--- config.mk ---
export PLATFORM = sky130hd
export DESIGN_NAME = key_route
export DESIGN_NICKNAME = d
export VERILOG_FILES = /design/src/key_route_pkg.sv /design/src/key_route.sv
export SDC_FILE = /design/constraint.sdc
export NUM_CORES = 1
export LEC_CHECK = 0
export BUFFER_PORTS_ARGS = -buffer_cell sky130_fd_sc_hd__buf_2
export CORE_ASPECT_RATIO = 0.5
export CORE_MARGIN = 5
export CORE_UTILIZATION = 54
export CTS_CLUSTER_DIAMETER = 30
export DETAILED_ROUTE_END_ITERATION = 10
export GPL_TIMING_DRIVEN = 0
export PLACE_DENSITY = 0.86
export SLEW_MARGIN = 30
export SYNTH_ARGS = -nofsm -noshare
export SYNTH_HDL_FRONTEND = slang
export SYNTH_SLANG_ARGS = --single-unit
--- constraint.sdc ---
create_clock -name ref_clk_in -period 3.8 [get_ports ref_clk_in]
set_input_delay 0.76 -clock ref_clk_in [delete_from_list [all_inputs] [get_ports ref_clk_in]]
set_output_delay 0.76 -clock ref_clk_in [all_outputs]
set_load 0.02 [all_outputs]
--- src/key_route_pkg.sv ---
// Constants for the data key comparators and converter routing block
// ==========================================================
// Function
// [RQ1] Green key match when upper 8 bits are at most upper bound and above lower.
// [RQ2] Blue key match when upper 8 bits are at most upper bound and above lower.
// [RQ3] Red key match when upper 8 bits are at most upper bound and above lower.
// [RQ4] Control bits 7 to 4 each switch off one converter; bit 7 is composite.
// [RQ5] Routing mode 00 sends luma, Pb, Pr, composite b to converters one to four.
// [RQ6] Routing mode 01 sends composite a, luma, chroma, composite b.
// [RQ7] Routing mode 10 sends green, blue, red, composite b with external sync.
// [RQ8] Routing mode 11 sends green, blue, red, composite b with sync on green.
// [RQ9] A channel with its ignore bit high takes no part in the data key; the code gives no key when all three are ignored.
// [RQ10] Extent select low keys only in active window; high keys the whole frame.
// [RQ11] Software writes zero to reserved control bit 3; device ignores it.
package key_route_pkg;

  // ==========================================================
  // Register indices; byte address is four times the index
  localparam logic [5:0] IDX_KEY_CONTROL = 6'h09;
  localparam logic [5:0] IDX_GREEN_UPPER = 6'h0A;
  localparam logic [5:0] IDX_GREEN_LOWER = 6'h0B;
  localparam logic [5:0] IDX_BLUE_UPPER = 6'h0C;
  localparam logic [5:0] IDX_BLUE_LOWER = 6'h0D;
  localparam logic [5:0] IDX_RED_UPPER = 6'h0E;
  localparam logic [5:0] IDX_RED_LOWER = 6'h0F;
  localparam logic [5:0] IDX_CONV_CONTROL = 6'h10;
  localparam logic [5:0] IDX_KEY_STATUS = 6'h12;

  // ==========================================================
  // Key control fields
  localparam int KEY_EXTENT_BIT = 5;
  localparam int GREEN_IGNORE_BIT = 4;
  localparam int BLUE_IGNORE_BIT = 3;
  localparam int RED_IGNORE_BIT = 2;
  localparam logic [7:0] KEY_CONTROL_MASK = 8'h3C;

  // ==========================================================
  // Converter control fields
  localparam int COMPOSITE_OFF_BIT = 7;
  localparam int CHROMA_RED_OFF_BIT = 6;
  localparam int LUMA_BLUE_OFF_BIT = 5;
  localparam int FIRST_OFF_BIT = 4;
  localparam int OVERLAY_OFF_BIT = 2;
  localparam int ROUTE_LSB = 0;
  localparam int ROUTE_W = 2;
  localparam logic [7:0] CONV_CONTROL_MASK = 8'hF7;

  // Routing modes
  localparam logic [1:0] ROUTE_COMPONENT = 2'h0;
  localparam logic [1:0] ROUTE_SVIDEO = 2'h1;
  localparam logic [1:0] ROUTE_RGB_EXT_SYNC = 2'h2;
  localparam logic [1:0] ROUTE_RGB_SYNC_G = 2'h3;

  // ==========================================================
  // Reset values
  localparam logic [7:0] KEY_BOUND_RESET = 8'h00;
  localparam logic [7:0] KEY_CONTROL_RESET = 8'h00;
  localparam logic [7:0] CONV_CONTROL_RESET = 8'h00;

  // Channel order in the comparator arrays
  localparam int CH_GREEN = 0;
  localparam int CH_BLUE = 1;
  localparam int CH_RED = 2;
  localparam int NUM_CH = 3;

endpackage

--- src/key_route.sv ---
// Data key window comparators and converter output routing with Wishbone registers
`timescale 1ns/100ps
`default_nettype none

module key_route #(
  parameter int PIX_W = 10,
  parameter int KEY_W = 8
) (
  // Clock and reset
  input wire logic ref_clk_in,
  input wire logic rst_n_in,
  // Wishbone slave
  input wire logic wb_cyc_in,
  input wire logic wb_stb_in,
  input wire logic wb_we_in,
  input wire logic [7:0] wb_adr_in,
  input wire logic [3:0] wb_sel_in,
  input wire logic [31:0] wb_dat_in,
  output logic [31:0] wb_dat_out,
  output logic wb_ack_out,
  // Pixel channels for keying
  input wire logic [PIX_W-1:0] green_in,
  input wire logic [PIX_W-1:0] blue_in,
  input wire logic [PIX_W-1:0] red_in,
  input wire logic active_window_in,
  // Video components for the converters
  input wire logic [PIX_W-1:0] luma_in,
  input wire logic [PIX_W-1:0] pb_in,
  input wire logic [PIX_W-1:0] pr_in,
  input wire logic [PIX_W-1:0] chroma_in,
  input wire logic [PIX_W-1:0] composite_out_a_in,
  input wire logic [PIX_W-1:0] composite_out_b_in,
  // Key results
  output logic [2:0] channel_match_out,
  output logic data_key_out,
  // Converter feeds
  output logic [PIX_W-1:0] conv1_data_out,
  output logic [PIX_W-1:0] conv2_data_out,
  output logic [PIX_W-1:0] conv3_data_out,
  output logic [PIX_W-1:0] conv4_data_out,
  output logic [3:0] conv_off_out,
  output logic sync_on_green_out,
  output logic ext_sync_out,
  output logic overlay_table_off_out
);

  // ==========================================================
  // Register state
  logic [KEY_W-1:0] key_upper [key_route_pkg::NUM_CH];
  logic [KEY_W-1:0] key_lower [key_route_pkg::NUM_CH];
  logic [KEY_W-1:0] next_key_upper [key_route_pkg::NUM_CH];
  logic [KEY_W-1:0] next_key_lower [key_route_pkg::NUM_CH];
  logic [7:0] key_control;
  logic [7:0] next_key_control;
  logic [7:0] conv_control;
  logic [7:0] next_conv_control;
  logic [31:0] next_wb_dat;
  logic next_wb_ack;

  logic [5:0] reg_idx;
  logic bus_req;
  logic wr_lane0;

  assign reg_idx = wb_adr_in[7:2];
  // No request is seen while ack is high, so a held request is taken again every other cycle
  assign bus_req = wb_cyc_in & wb_stb_in & ~wb_ack_out;
  assign wr_lane0 = bus_req & wb_we_in & wb_sel_in[0];

  // ==========================================================
  // Register writes
  always_comb begin
    next_key_control = key_control;
    next_conv_control = conv_control;
    for (int c = 0; c < key_route_pkg::NUM_CH; c++) begin
      next_key_upper[c] = key_upper[c];
      next_key_lower[c] = key_lower[c];
    end
    if (wr_lane0) begin
      unique case (reg_idx)
        key_route_pkg::IDX_KEY_CONTROL: begin
          next_key_control = wb_dat_in[7:0] & key_route_pkg::KEY_CONTROL_MASK;
        end
        key_route_pkg::IDX_GREEN_UPPER: begin
          next_key_upper[key_route_pkg::CH_GREEN] = wb_dat_in[KEY_W-1:0];
        end
        key_route_pkg::IDX_GREEN_LOWER: begin
          next_key_lower[key_route_pkg::CH_GREEN] = wb_dat_in[KEY_W-1:0];
        end
        key_route_pkg::IDX_BLUE_UPPER: begin
          next_key_upper[key_route_pkg::CH_BLUE] = wb_dat_in[KEY_W-1:0];
        end
        key_route_pkg::IDX_BLUE_LOWER: begin
          next_key_lower[key_route_pkg::CH_BLUE] = wb_dat_in[KEY_W-1:0];
        end
        key_route_pkg::IDX_RED_UPPER: begin
          next_key_upper[key_route_pkg::CH_RED] = wb_dat_in[KEY_W-1:0];
        end
        key_route_pkg::IDX_RED_LOWER: begin
          next_key_lower[key_route_pkg::CH_RED] = wb_dat_in[KEY_W-1:0];
        end
        // [RQ11] reserved bit dropped
        // Bit 3 is never stored, so its value cannot steer anything
        key_route_pkg::IDX_CONV_CONTROL: begin
          next_conv_control = wb_dat_in[7:0] & key_route_pkg::CONV_CONTROL_MASK;
        end
        default: begin
        end
      endcase
    end
  end

  always_ff @(posedge ref_clk_in) begin
    if (!rst_n_in) begin
      key_control <= key_route_pkg::KEY_CONTROL_RESET;
      conv_control <= key_route_pkg::CONV_CONTROL_RESET;
      for (int c = 0; c < key_route_pkg::NUM_CH; c++) begin
        key_upper[c] <= key_route_pkg::KEY_BOUND_RESET;
        key_lower[c] <= key_route_pkg::KEY_BOUND_RESET;
      end
    end else begin
      key_control <= next_key_control;
      conv_control <= next_conv_control;
      for (int c = 0; c < key_route_pkg::NUM_CH; c++) begin
        key_upper[c] <= next_key_upper[c];
        key_lower[c] <= next_key_lower[c];
      end
    end
  end

  // ==========================================================
  // Key comparators
  logic [PIX_W-1:0] chan_pix [key_route_pkg::NUM_CH];
  logic [key_route_pkg::NUM_CH-1:0] chan_ignore;
  logic [key_route_pkg::NUM_CH-1:0] chan_hit;
  logic [2:0] next_match;
  logic next_key;
  logic key_allowed;

  assign chan_pix[key_route_pkg::CH_GREEN] = green_in;
  assign chan_pix[key_route_pkg::CH_BLUE] = blue_in;
  assign chan_pix[key_route_pkg::CH_RED] = red_in;
  assign chan_ignore[key_route_pkg::CH_GREEN] = key_control[key_route_pkg::GREEN_IGNORE_BIT];
  assign chan_ignore[key_route_pkg::CH_BLUE] = key_control[key_route_pkg::BLUE_IGNORE_BIT];
  assign chan_ignore[key_route_pkg::CH_RED] = key_control[key_route_pkg::RED_IGNORE_BIT];

  // [RQ1] [RQ2] [RQ3] window compare
  // Upper bound inclusive, lower bound exclusive, on the top bits only
  for (genvar g = 0; g < key_route_pkg::NUM_CH; g++) begin : g_cmp
    logic [KEY_W-1:0] top_bits;
    assign top_bits = chan_pix[g][PIX_W-1 -: KEY_W];
    assign chan_hit[g] = (top_bits <= key_upper[g]) & (top_bits > key_lower[g]);
  end

  // [RQ10] key extent gate
  assign key_allowed = key_control[key_route_pkg::KEY_EXTENT_BIT] | active_window_in;

  always_comb begin
    next_match = chan_hit;
    // [RQ9] ignored channels pass
    // All channels ignored gives no key rather than a key everywhere
    next_key = key_allowed & (&(chan_hit | chan_ignore)) & ~(&chan_ignore);
  end

  always_ff @(posedge ref_clk_in) begin
    if (!rst_n_in) begin
      channel_match_out <= 3'h0;
      data_key_out <= 1'b0;
    end else begin
      channel_match_out <= next_match;
      data_key_out <= next_key;
    end
  end

  // ==========================================================
  // Converter routing
  logic [PIX_W-1:0] route1;
  logic [PIX_W-1:0] route2;
  logic [PIX_W-1:0] route3;
  logic [PIX_W-1:0] next_conv1;
  logic [PIX_W-1:0] next_conv2;
  logic [PIX_W-1:0] next_conv3;
  logic [PIX_W-1:0] next_conv4;
  logic [3:0] next_off;
  logic [1:0] route_sel;

  assign route_sel = conv_control[key_route_pkg::ROUTE_LSB +: key_route_pkg::ROUTE_W];

  always_comb begin
    unique case (route_sel)
      // [RQ5] component routing
      key_route_pkg::ROUTE_COMPONENT: begin
        route1 = luma_in;
        route2 = pb_in;
        route3 = pr_in;
      end
      // [RQ6] separate luma chroma
      key_route_pkg::ROUTE_SVIDEO: begin
        route1 = composite_out_a_in;
        route2 = luma_in;
        route3 = chroma_in;
      end
      // [RQ7] [RQ8] RGB routing
      default: begin
        route1 = green_in;
        route2 = blue_in;
        route3 = red_in;
      end
    endcase
  end

  always_comb begin
    // [RQ4] converter disables
    next_off[0] = conv_control[key_route_pkg::FIRST_OFF_BIT];
    next_off[1] = conv_control[key_route_pkg::LUMA_BLUE_OFF_BIT];
    next_off[2] = conv_control[key_route_pkg::CHROMA_RED_OFF_BIT];
    next_off[3] = conv_control[key_route_pkg::COMPOSITE_OFF_BIT];
    // A switched-off converter is fed zero to keep its input quiet
    next_conv1 = next_off[0] ? '0 : route1;
    next_conv2 = next_off[1] ? '0 : route2;
    next_conv3 = next_off[2] ? '0 : route3;
    next_conv4 = next_off[3] ? '0 : composite_out_b_in;
  end

  always_ff @(posedge ref_clk_in) begin
    if (!rst_n_in) begin
      conv1_data_out <= '0;
      conv2_data_out <= '0;
      conv3_data_out <= '0;
      conv4_data_out <= '0;
      conv_off_out <= 4'h0;
      sync_on_green_out <= 1'b0;
      ext_sync_out <= 1'b0;
      overlay_table_off_out <= 1'b0;
    end else begin
      conv1_data_out <= next_conv1;
      conv2_data_out <= next_conv2;
      conv3_data_out <= next_conv3;
      conv4_data_out <= next_conv4;
      conv_off_out <= next_off;
      // [RQ8] sync on green
      sync_on_green_out <= (route_sel == key_route_pkg::ROUTE_RGB_SYNC_G);
      // [RQ7] external sync
      ext_sync_out <= (route_sel == key_route_pkg::ROUTE_RGB_EXT_SYNC);
      overlay_table_off_out <= conv_control[key_route_pkg::OVERLAY_OFF_BIT];
    end
  end

  // ==========================================================
  // Wishbone read and acknowledge
  always_comb begin
    next_wb_ack = bus_req;
    next_wb_dat = 32'h0000_0000;
    if (bus_req && !wb_we_in) begin
      unique case (reg_idx)
        key_route_pkg::IDX_KEY_CONTROL: next_wb_dat[7:0] = key_control;
        key_route_pkg::IDX_GREEN_UPPER: begin
          next_wb_dat[KEY_W-1:0] = key_upper[key_route_pkg::CH_GREEN];
        end
        key_route_pkg::IDX_GREEN_LOWER: begin
          next_wb_dat[KEY_W-1:0] = key_lower[key_route_pkg::CH_GREEN];
        end
        key_route_pkg::IDX_BLUE_UPPER: begin
          next_wb_dat[KEY_W-1:0] = key_upper[key_route_pkg::CH_BLUE];
        end
        key_route_pkg::IDX_BLUE_LOWER: begin
          next_wb_dat[KEY_W-1:0] = key_lower[key_route_pkg::CH_BLUE];
        end
        key_route_pkg::IDX_RED_UPPER: begin
          next_wb_dat[KEY_W-1:0] = key_upper[key_route_pkg::CH_RED];
        end
        key_route_pkg::IDX_RED_LOWER: begin
          next_wb_dat[KEY_W-1:0] = key_lower[key_route_pkg::CH_RED];
        end
        key_route_pkg::IDX_CONV_CONTROL: next_wb_dat[7:0] = conv_control;
        // Live key state for software polling
        key_route_pkg::IDX_KEY_STATUS: next_wb_dat[3:0] = {data_key_out, channel_match_out};
        default: next_wb_dat = 32'h0000_0000;
      endcase
    end
  end

  always_ff @(posedge ref_clk_in) begin
    if (!rst_n_in) begin
      wb_ack_out <= 1'b0;
      wb_dat_out <= 32'h0000_0000;
    end else begin
      wb_ack_out <= next_wb_ack;
      wb_dat_out <= next_wb_dat;
    end
  end

endmodule

`default_nettype wire

==> results of run 1 <==
-- through the flow --
stage,instances,util,total power [mW]
2_1_floorplan,712,-,1.51
3_3_place_gp,1044,0.641,1.65
3_5_place_dp,1044,0.641,1.66
4_1_cts,1075,0.689,3.18
5_1_grt,1075,0.689,3.28
6_report,1075,0.689,3.18
-- cell families (layout without fill, tap and decap cells) --
family	Yosys count	in the layout	synth area share
buffers and inverters	103	301	0.0782
adders and majority gates	48	48	0.0945
DFF	119	119	0.375
muxes	90	90	0.144
and+or+nand+nor	214	214	0.195
other	1	24	0.000590
AOI/OAI and AO/OA	114	114	0.113
-- sequential cells by signal, summed over array words and instances, names as in the netlist --
register / cells
key_lower: 24
key_upper: 24
conv1_data_out: 10
conv2_data_out: 10
conv3_data_out: 10
conv4_data_out: 10
wb_dat_out: 8
conv_control: 7
conv_off_out: 4
key_control: 4
channel_match_out: 3
data_key_out: 1
ext_sync_out: 1
overlay_table_off_out: 1
sync_on_green_out: 1
wb_ack_out: 1
-- routing by layer --
metal,track usage,vias up,share of wire
met5,0,-,0
met4,0.0860,0,0.016
met3,0.0779,34,0.11
met2,0.471,337,0.46
met1,0.375,2778,0.41
li1,-,2759,-
-- power by group --
part           total [mW]  switching (mW)  internal (mW)
registers            1.28         0.00709           1.27
clock network        1.54           0.564          0.974
logic               0.360           0.215          0.145
-- final cells by class --
cell class,instances,area [um2],share of cell area
Multi-Input combinational cell,490,3560,0.443
Sequential cell,119,2380,0.296
Timing Repair Buffer,167,836,0.104
Clock buffer,22,454,0.0565
Buffer,54,313,0.0389
Tap cell,165,206,0.0257
Inverter,49,184,0.0229
Clock inverter,9,101,0.0126
-- worst max-delay path: stages --
cell                       delay, ps
sky130_fd_sc_hd__buf_2           130
sky130_fd_sc_hd__ha_1            310
sky130_fd_sc_hd__nor2b_1         140
sky130_fd_sc_hd__o211ai_1        210
sky130_fd_sc_hd__a21oi_1         100
sky130_fd_sc_hd__o22a_1          230
sky130_fd_sc_hd__o41a_1          430
sky130_fd_sc_hd__nor4_1          210
-- cell usage in the layout, fill, tap and decap left out, types with 2 or more instances in the layout --
| cell | count |
|---|---|
| sky130_fd_sc_hd__and4_1 | 2 |
| sky130_fd_sc_hd__clkbuf_1 | 19 |
| sky130_fd_sc_hd__o21ai_0 | 8 |
| sky130_fd_sc_hd__mux2i_1 | 89 |
| sky130_fd_sc_hd__ha_1 | 48 |
| sky130_fd_sc_hd__nor3_4 | 6 |
| sky130_fd_sc_hd__clkbuf_16 | 17 |
| sky130_fd_sc_hd__o21bai_1 | 3 |
| sky130_fd_sc_hd__a211oi_1 | 6 |
| sky130_fd_sc_hd__a221oi_1 | 4 |
| sky130_fd_sc_hd__a222oi_1 | 3 |
| sky130_fd_sc_hd__a22o_1 | 3 |
| sky130_fd_sc_hd__nand4_1 | 8 |
| sky130_fd_sc_hd__nand2_1 | 20 |
| sky130_fd_sc_hd__nand3_1 | 4 |
| sky130_fd_sc_hd__nand3b_1 | 3 |
| sky130_fd_sc_hd__inv_1 | 49 |
| sky130_fd_sc_hd__and2_1 | 16 |
| sky130_fd_sc_hd__nor2_2 | 3 |
| sky130_fd_sc_hd__nor2_1 | 63 |
| sky130_fd_sc_hd__o21a_1 | 2 |
| sky130_fd_sc_hd__o211ai_1 | 4 |
| sky130_fd_sc_hd__dfxtp_1 | 119 |
| sky130_fd_sc_hd__a21o_1 | 2 |
| sky130_fd_sc_hd__a22oi_1 | 13 |
| sky130_fd_sc_hd__buf_4 | 28 |
| sky130_fd_sc_hd__conb_1 | 24 |
| sky130_fd_sc_hd__nor2b_1 | 68 |
| sky130_fd_sc_hd__bufinv_16 | 2 |
| sky130_fd_sc_hd__nor3_1 | 3 |
| sky130_fd_sc_hd__buf_1 | 7 |
| sky130_fd_sc_hd__clkinv_2 | 5 |
| sky130_fd_sc_hd__a21oi_1 | 51 |
| sky130_fd_sc_hd__nor3_2 | 2 |
| sky130_fd_sc_hd__o22ai_1 | 2 |
| sky130_fd_sc_hd__or3_1 | 2 |
| sky130_fd_sc_hd__a31oi_1 | 9 |
| sky130_fd_sc_hd__nand2b_1 | 5 |
| sky130_fd_sc_hd__buf_2 | 171 |
-- worst paths after layout --
path                    start                to  slack (ps)  cells after the start
max               green_in[3]      data_key_out        1600                      8
min          key_lower[0][19]  key_lower[0][19]         520                      2
max reg2reg   key_upper[0][1]      data_key_out        1650                      8
min reg2reg  key_lower[0][19]  key_lower[0][19]         520                      2
==> results.ini, run 1 <==
[floorplanning]
floorplan.initialDensity = 0.545
die_height_um = 86.7
core_mm2 = 0.0117
die_area_mm2 = 0.0142
rows = 28
floorplan.die.width_um = 163
boundaryPins = 224

[final_layout]
finalNetCount = 1086
drive_gt1_frac = 0.266
flow.area_growth_from_synthesis_pct = 26.5
filler_cells = 887
layout.cell_area.non_filler_mm2 = 0.00804
antenna_cells = 0

[place]
detailedPlacementHpwl_um = 16000
placement.setup.worst_slack_ps = 1220
port_buffers = 167
gp_routability_congestion = 0.942
dpl_cell_area_mm2 = 0.00748

[logic_synthesis]
netlist_top_cells_count = 119 x sky130_fd_sc_hd__dfxtp_1, 89 x sky130_fd_sc_hd__mux2i_1, 68 x sky130_fd_sc_hd__nor2b_1
synthMostInstantiatedCell = sky130_fd_sc_hd__dfxtp_1
syn-mean-instance-area_um2 = 9.22
synth_top_flop_cell = sky130_fd_sc_hd__dfxtp_1
synth_seq_area_share = 0.375
synth-edff-count = 0
synthesis.yosys.warnings = 0
synth-async-reset-ratio = 0
library_cells_used_by_synthesis = 50
synth_area_mm2 = 0.00635
syn-instance-count = 689
netlist_top_cells_area = sky130_fd_sc_hd__dfxtp_1 38%, sky130_fd_sc_hd__mux2i_1 14%, sky130_fd_sc_hd__ha_1 9.5%, sky130_fd_sc_hd__nor2b_1 6.7%, sky130_fd_sc_hd__a21oi_1 4.0%
synth.ff_latch_count = 119
synth_top_area_frac = 0.375
synth_largest_area_cell = sky130_fd_sc_hd__dfxtp_1

[clocking]
htreeDepth = 4
root_buffer = sky130_fd_sc_hd__clkbuf_16
clk_path_buf_depth = 2
worst_skew_pair.late_latency_ps = 410
cts_setup_buffers = 0
cts-buffers-inserted = 17
cts-resized-gates = 0
worst_setup_hold_path_clk_slew_ps = 50
cts.hold.buffers_added = 0
cts_tree = built
clock_sinks = 119

[routing]
post_drt_via_cell_ratio = 5.50
firstDrtPassIters = 8
detail_route.iter0.violations = 713
route.antenna.remaining_nets = 0
detail_route.wl_per_cell_um = 19.2
drc_errors = 0
num_vias = 5908
wl_um = 20600

[power]
cellPowerDensity_mw_per_mm2 = 395
power.ir.vdd_worst_mv = 0.272
power_leakage_nw = 3.32

[sta]
timing_worst_slew_pin_value_ps = 999
finalCritPeriodShare = 0.580
setup_repair_after_global_routing_missed_its_margin = false
timing.fmax_mhz = 454
slew_headroom = 0.325
timing.clock.skew_ps = 5.64
finalCriticalPeriod_ps = 2200
hold_ws_ps = 523
layout_setup_ws_ps = 1600
report.final.slew_viol_count = 0
final.setup.tns_ps = 0
finalSetupViolCount = 0
hold_viol_final = 0

[run_status]
outcome = finished, final reports clean

[worst_setup_path]
critical_path_class = primary input to flip-flop
timing.critical_path.required_ps = 4120
path_max_fanout = 3
setup.worst_path.end_class = flip-flop
setup.worst_path.start_class = primary input
worst-endpoint-arrival_ps = 2520

[grt]
vias_in_the_first_global_route = 5881
grt_pass1_wl_um = 31200
antenna_found_initial = 0
largest_net_degree_at_the_start_of_global_routing = 17
gr-usage-all-layers = 0.287
globalRoute.totalOverflow = 0

[flow_run]
maxCapViolations = 0

[hold_path]
timing.hold.worst.class = flip-flop to flip-flop

Power figures use the tool's default switching activity.
==> inputs of run 2 (changes only) <==
Settings changed: ABC_AREA from default to 1, CORE_UTILIZATION 54 to 50, PLACE_DENSITY 0.86 to 0.8.
Clock period 3.8 ns to 2.11 ns, I/O delays scaled along.
==> results.ini, run 2 <==
[run_status]
outcome = finished, final reports clean  ; unchanged

[sta]
finalSetupViolCount = 0  ; unchanged
finalCriticalPeriod_ps = 1840
hold_ws_ps = 223  ; was 523 ps
report.final.slew_viol_count = 0  ; unchanged
finalCritPeriodShare = 0.871
timing.fmax_mhz = 544
hold_viol_final = 0  ; unchanged
timing.clock.skew_ps = 6.93  ; was 5.64 ps
timing_worst_slew_pin_value_ps = 691  ; was 999 ps
slew_headroom = 0.538  ; was 0.325
setup_repair_after_global_routing_missed_its_margin = false  ; unchanged
final.setup.tns_ps = 0  ; unchanged
layout_setup_ws_ps = 273  ; was 1600 ps

[place]
port_buffers = 170  ; was 167
placed_cells = 1239  ; was 1044
placement.setup.worst_slack_ps = 81.5  ; was 1220 ps
detailedPlacementHpwl_um = 15900  ; was 16000 um
gp_routability_congestion = 0.958  ; was 0.942

[logic_synthesis]
synth.ff_latch_count = 119  ; unchanged
netlist_top_cells_area = sky130_fd_sc_hd__dfxtp_1 38%, sky130_fd_sc_hd__inv_1 11%, sky130_fd_sc_hd__ha_1 9.6%, sky130_fd_sc_hd__o21ai_0 9.3%, sky130_fd_sc_hd__nand2_1 6.6%  ; was sky130_fd_sc_hd__dfxtp_1 38%, sky130_fd_sc_hd__mux2i_1 14%, sky130_fd_sc_hd__ha_1 9.5%, sky130_fd_sc_hd__nor2b_1 6.7%, sky130_fd_sc_hd__a21oi_1 4.0%
synth_area_mm2 = 0.00624  ; was 0.00635 mm2
synth-async-reset-ratio = 0  ; unchanged
synth_seq_area_share = 0.382  ; was 0.375
netlist_top_cells_count = 183 x sky130_fd_sc_hd__inv_1, 119 x sky130_fd_sc_hd__dfxtp_1, 116 x sky130_fd_sc_hd__o21ai_0  ; was 119 x sky130_fd_sc_hd__dfxtp_1, 89 x sky130_fd_sc_hd__mux2i_1, 68 x sky130_fd_sc_hd__nor2b_1
synth_top_area_frac = 0.382  ; was 0.375
syn-mean-instance-area_um2 = 7.08  ; was 9.22 um2
syn-instance-count = 881  ; was 689
synth-edff-count = 0  ; unchanged
synthesis.yosys.warnings = 0  ; unchanged
synth_largest_area_cell = sky130_fd_sc_hd__dfxtp_1  ; unchanged
synthMostInstantiatedCell = sky130_fd_sc_hd__inv_1  ; was sky130_fd_sc_hd__dfxtp_1
synth_top_flop_cell = sky130_fd_sc_hd__dfxtp_1  ; unchanged
library_cells_used_by_synthesis = 28  ; was 50

[grt]
grt_pass1_wl_um = 31700  ; was 31200 um
globalRoute.totalOverflow = 0  ; unchanged
gr-usage-all-layers = 0.271  ; was 0.287
largest_net_degree_at_the_start_of_global_routing = 17  ; unchanged
vias_in_the_first_global_route = 6256  ; was 5881
antenna_found_initial = 0  ; unchanged

[clocking]
htreeDepth = 4  ; unchanged
clock_sinks = 119  ; unchanged
worst_skew_pair.late_latency_ps = 410  ; about the same
clk_path_buf_depth = 2  ; unchanged
cts-resized-gates = 0  ; unchanged
worst_setup_hold_path_clk_slew_ps = 60  ; was 50 ps
cts_setup_buffers = 0  ; unchanged
cts.hold.buffers_added = 0  ; unchanged
cts-buffers-inserted = 17  ; unchanged
root_buffer = sky130_fd_sc_hd__clkbuf_16  ; unchanged
cts_tree = built  ; unchanged

[final_layout]
drive_gt1_frac = 0.230  ; was 0.266
layoutNonFillerInstCount = 1271  ; was 1075
final_common_cell = sky130_fd_sc_hd__inv_1  ; was sky130_fd_sc_hd__buf_2
finalNetCount = 1281  ; was 1086
top_regs = key_lower: 24 flops, key_upper: 24 flops  ; unchanged
final_cell_mix = 183 x sky130_fd_sc_hd__inv_1, 176 x sky130_fd_sc_hd__buf_2, 119 x sky130_fd_sc_hd__dfxtp_1, 116 x sky130_fd_sc_hd__o21ai_0, 109 x sky130_fd_sc_hd__nand2_1  ; was 171 x sky130_fd_sc_hd__buf_2, 119 x sky130_fd_sc_hd__dfxtp_1, 89 x sky130_fd_sc_hd__mux2i_1, 68 x sky130_fd_sc_hd__nor2b_1, 63 x sky130_fd_sc_hd__nor2_1
flow.area_growth_from_synthesis_pct = 27.8  ; was 26.5%
antenna_cells = 0  ; unchanged

[worst_setup_path]
cpMaxStageDelayCell = sky130_fd_sc_hd__nand3_1  ; was sky130_fd_sc_hd__o41a_1
worst-endpoint-arrival_ps = 2130  ; was 2520 ps
setup.worst_path.start_class = flip-flop  ; was primary input
total_buffers_and_inverters_traversed_by_the_critical_path = 2  ; was 1
critical_path_class = flip-flop to flip-flop  ; was primary input to flip-flop
timing.critical_path.required_ps = 2400  ; was 4120 ps
cp_top_family = simple AND/OR/NAND/NOR gates  ; was compound AO/OA/AOI/OAI gates
path_max_fanout = 10  ; was 3
max_stage_delay_ps = 360  ; was 430 ps
worst_path_most_repeated_cell = sky130_fd_sc_hd__nand3_1
setup.worst_path.end_class = flip-flop  ; unchanged
worstPathCellList = nor2_1 -> nand3_1 -> inv_1 -> nand3_1 -> buf_2 -> o21ai_0 -> a21oi_1  ; was buf_2 -> ha_1 -> nor2b_1 -> o211ai_1 -> a21oi_1 -> o22a_1 -> o41a_1 -> nor4_1

[power]
cellPowerDensity_mw_per_mm2 = 732  ; was 395 mW/mm2
power.ir.vdd_worst_mv = 0.437  ; was 0.272 mV
power_leakage_nw = 4.13  ; was 3.32 nW

[flow_run]
maxCapViolations = 0  ; unchanged

[floorplanning]
floorplan.die.width_um = 168  ; was 163 um
core_mm2 = 0.0120  ; was 0.0117 mm2
die_area_mm2 = 0.0150  ; was 0.0142 mm2
boundaryPins = 224  ; unchanged
die_height_um = 89  ; was 86.7 um
floorplan.initialDensity = 0.519  ; was 0.545
rows = 28  ; unchanged

[routing]
firstDrtPassIters = 6  ; was 8
post_drt_via_cell_ratio = 5.12  ; was 5.50
detail_route.iter0.violations = 681  ; was 713
route.antenna.remaining_nets = 0  ; unchanged
drc_errors = 0  ; unchanged
wl_um = 20400  ; was 20600 um
detail_route.wl_per_cell_um = 16.0  ; was 19.2 um
num_vias = 6507  ; was 5908

[hold_path]
timing.hold.worst.class = primary input to flip-flop  ; was flip-flop to flip-flop

-- run 2: routing by layer --
metal / up-vias / track usage / part of all wire
met5: - / 0 / 0
met4: 0 / 0.114 / 0.025
met3: 55 / 0.0676 / 0.12
met2: 407 / 0.432 / 0.44
met1: 2876 / 0.357 / 0.42
li1: 3169 / - / -
-- run 2: cell type report --
| type | instances | area, um2 |
|---|---|---|
| fill | 1025 | 4040 |
| inverter | 189 | 709 |
| multi-input combinational | 549 | 2920 |
| buffer | 47 | 312 |
| clock buffer | 21 | 470 |
| sequential | 119 | 2380 |
| tap | 165 | 206 |
| timing repair buffer | 170 | 851 |
| clock inverter | 11 | 124 |
-- run 2: cells by family after synthesis --
family,count (synthesis),share of synthesized area
AOI/OAI and AO/OA,240,0.202
adders and majority gates,48,0.0962
buffers and inverters,236,0.164
DFF,119,0.382
other,1,0.000601
and+or+nand+nor,237,0.156
-- run 2: tightest hold or removal path, stage by stage --
cell                     delay [ps]
sky130_fd_sc_hd__buf_2          100
sky130_fd_sc_hd__inv_1           40
sky130_fd_sc_hd__nor2_1          30
-- run 2: path summary, 6_finish.rpt --
kind	slack, ps	depth (start not counted)	start	to
setup / recovery	270	7	wb_ack_out	key_upper[0][0]
hold / removal	220	3	composite_out_b_in[6]	conv4_data_out[6]
hold reg to reg	440	2	conv_control[7]	conv_off_out[3]
setup reg to reg	270	7	wb_ack_out	key_upper[0][0]
-- run 2: per-stage QoR --
step / cell area, um2 / util / power (mW)
6_report: 7980 / 0.664 / 5.84
3_3_place_gp: 7380 / 0.615 / 2.97
2_1_floorplan: 6330 / - / 2.72
5_1_grt: 7980 / 0.664 / 6.05
3_5_place_dp: 7380 / 0.615 / 2.99
4_1_cts: 7980 / 0.664 / 5.84
-- run 2: report_power, final --
group	internal [mW]	total, mW	switching, mW
registers	2.30	2.31	0.0126
logic	0.243	0.644	0.402
clock network	1.83	2.89	1.06
total	4.37	5.84	1.48
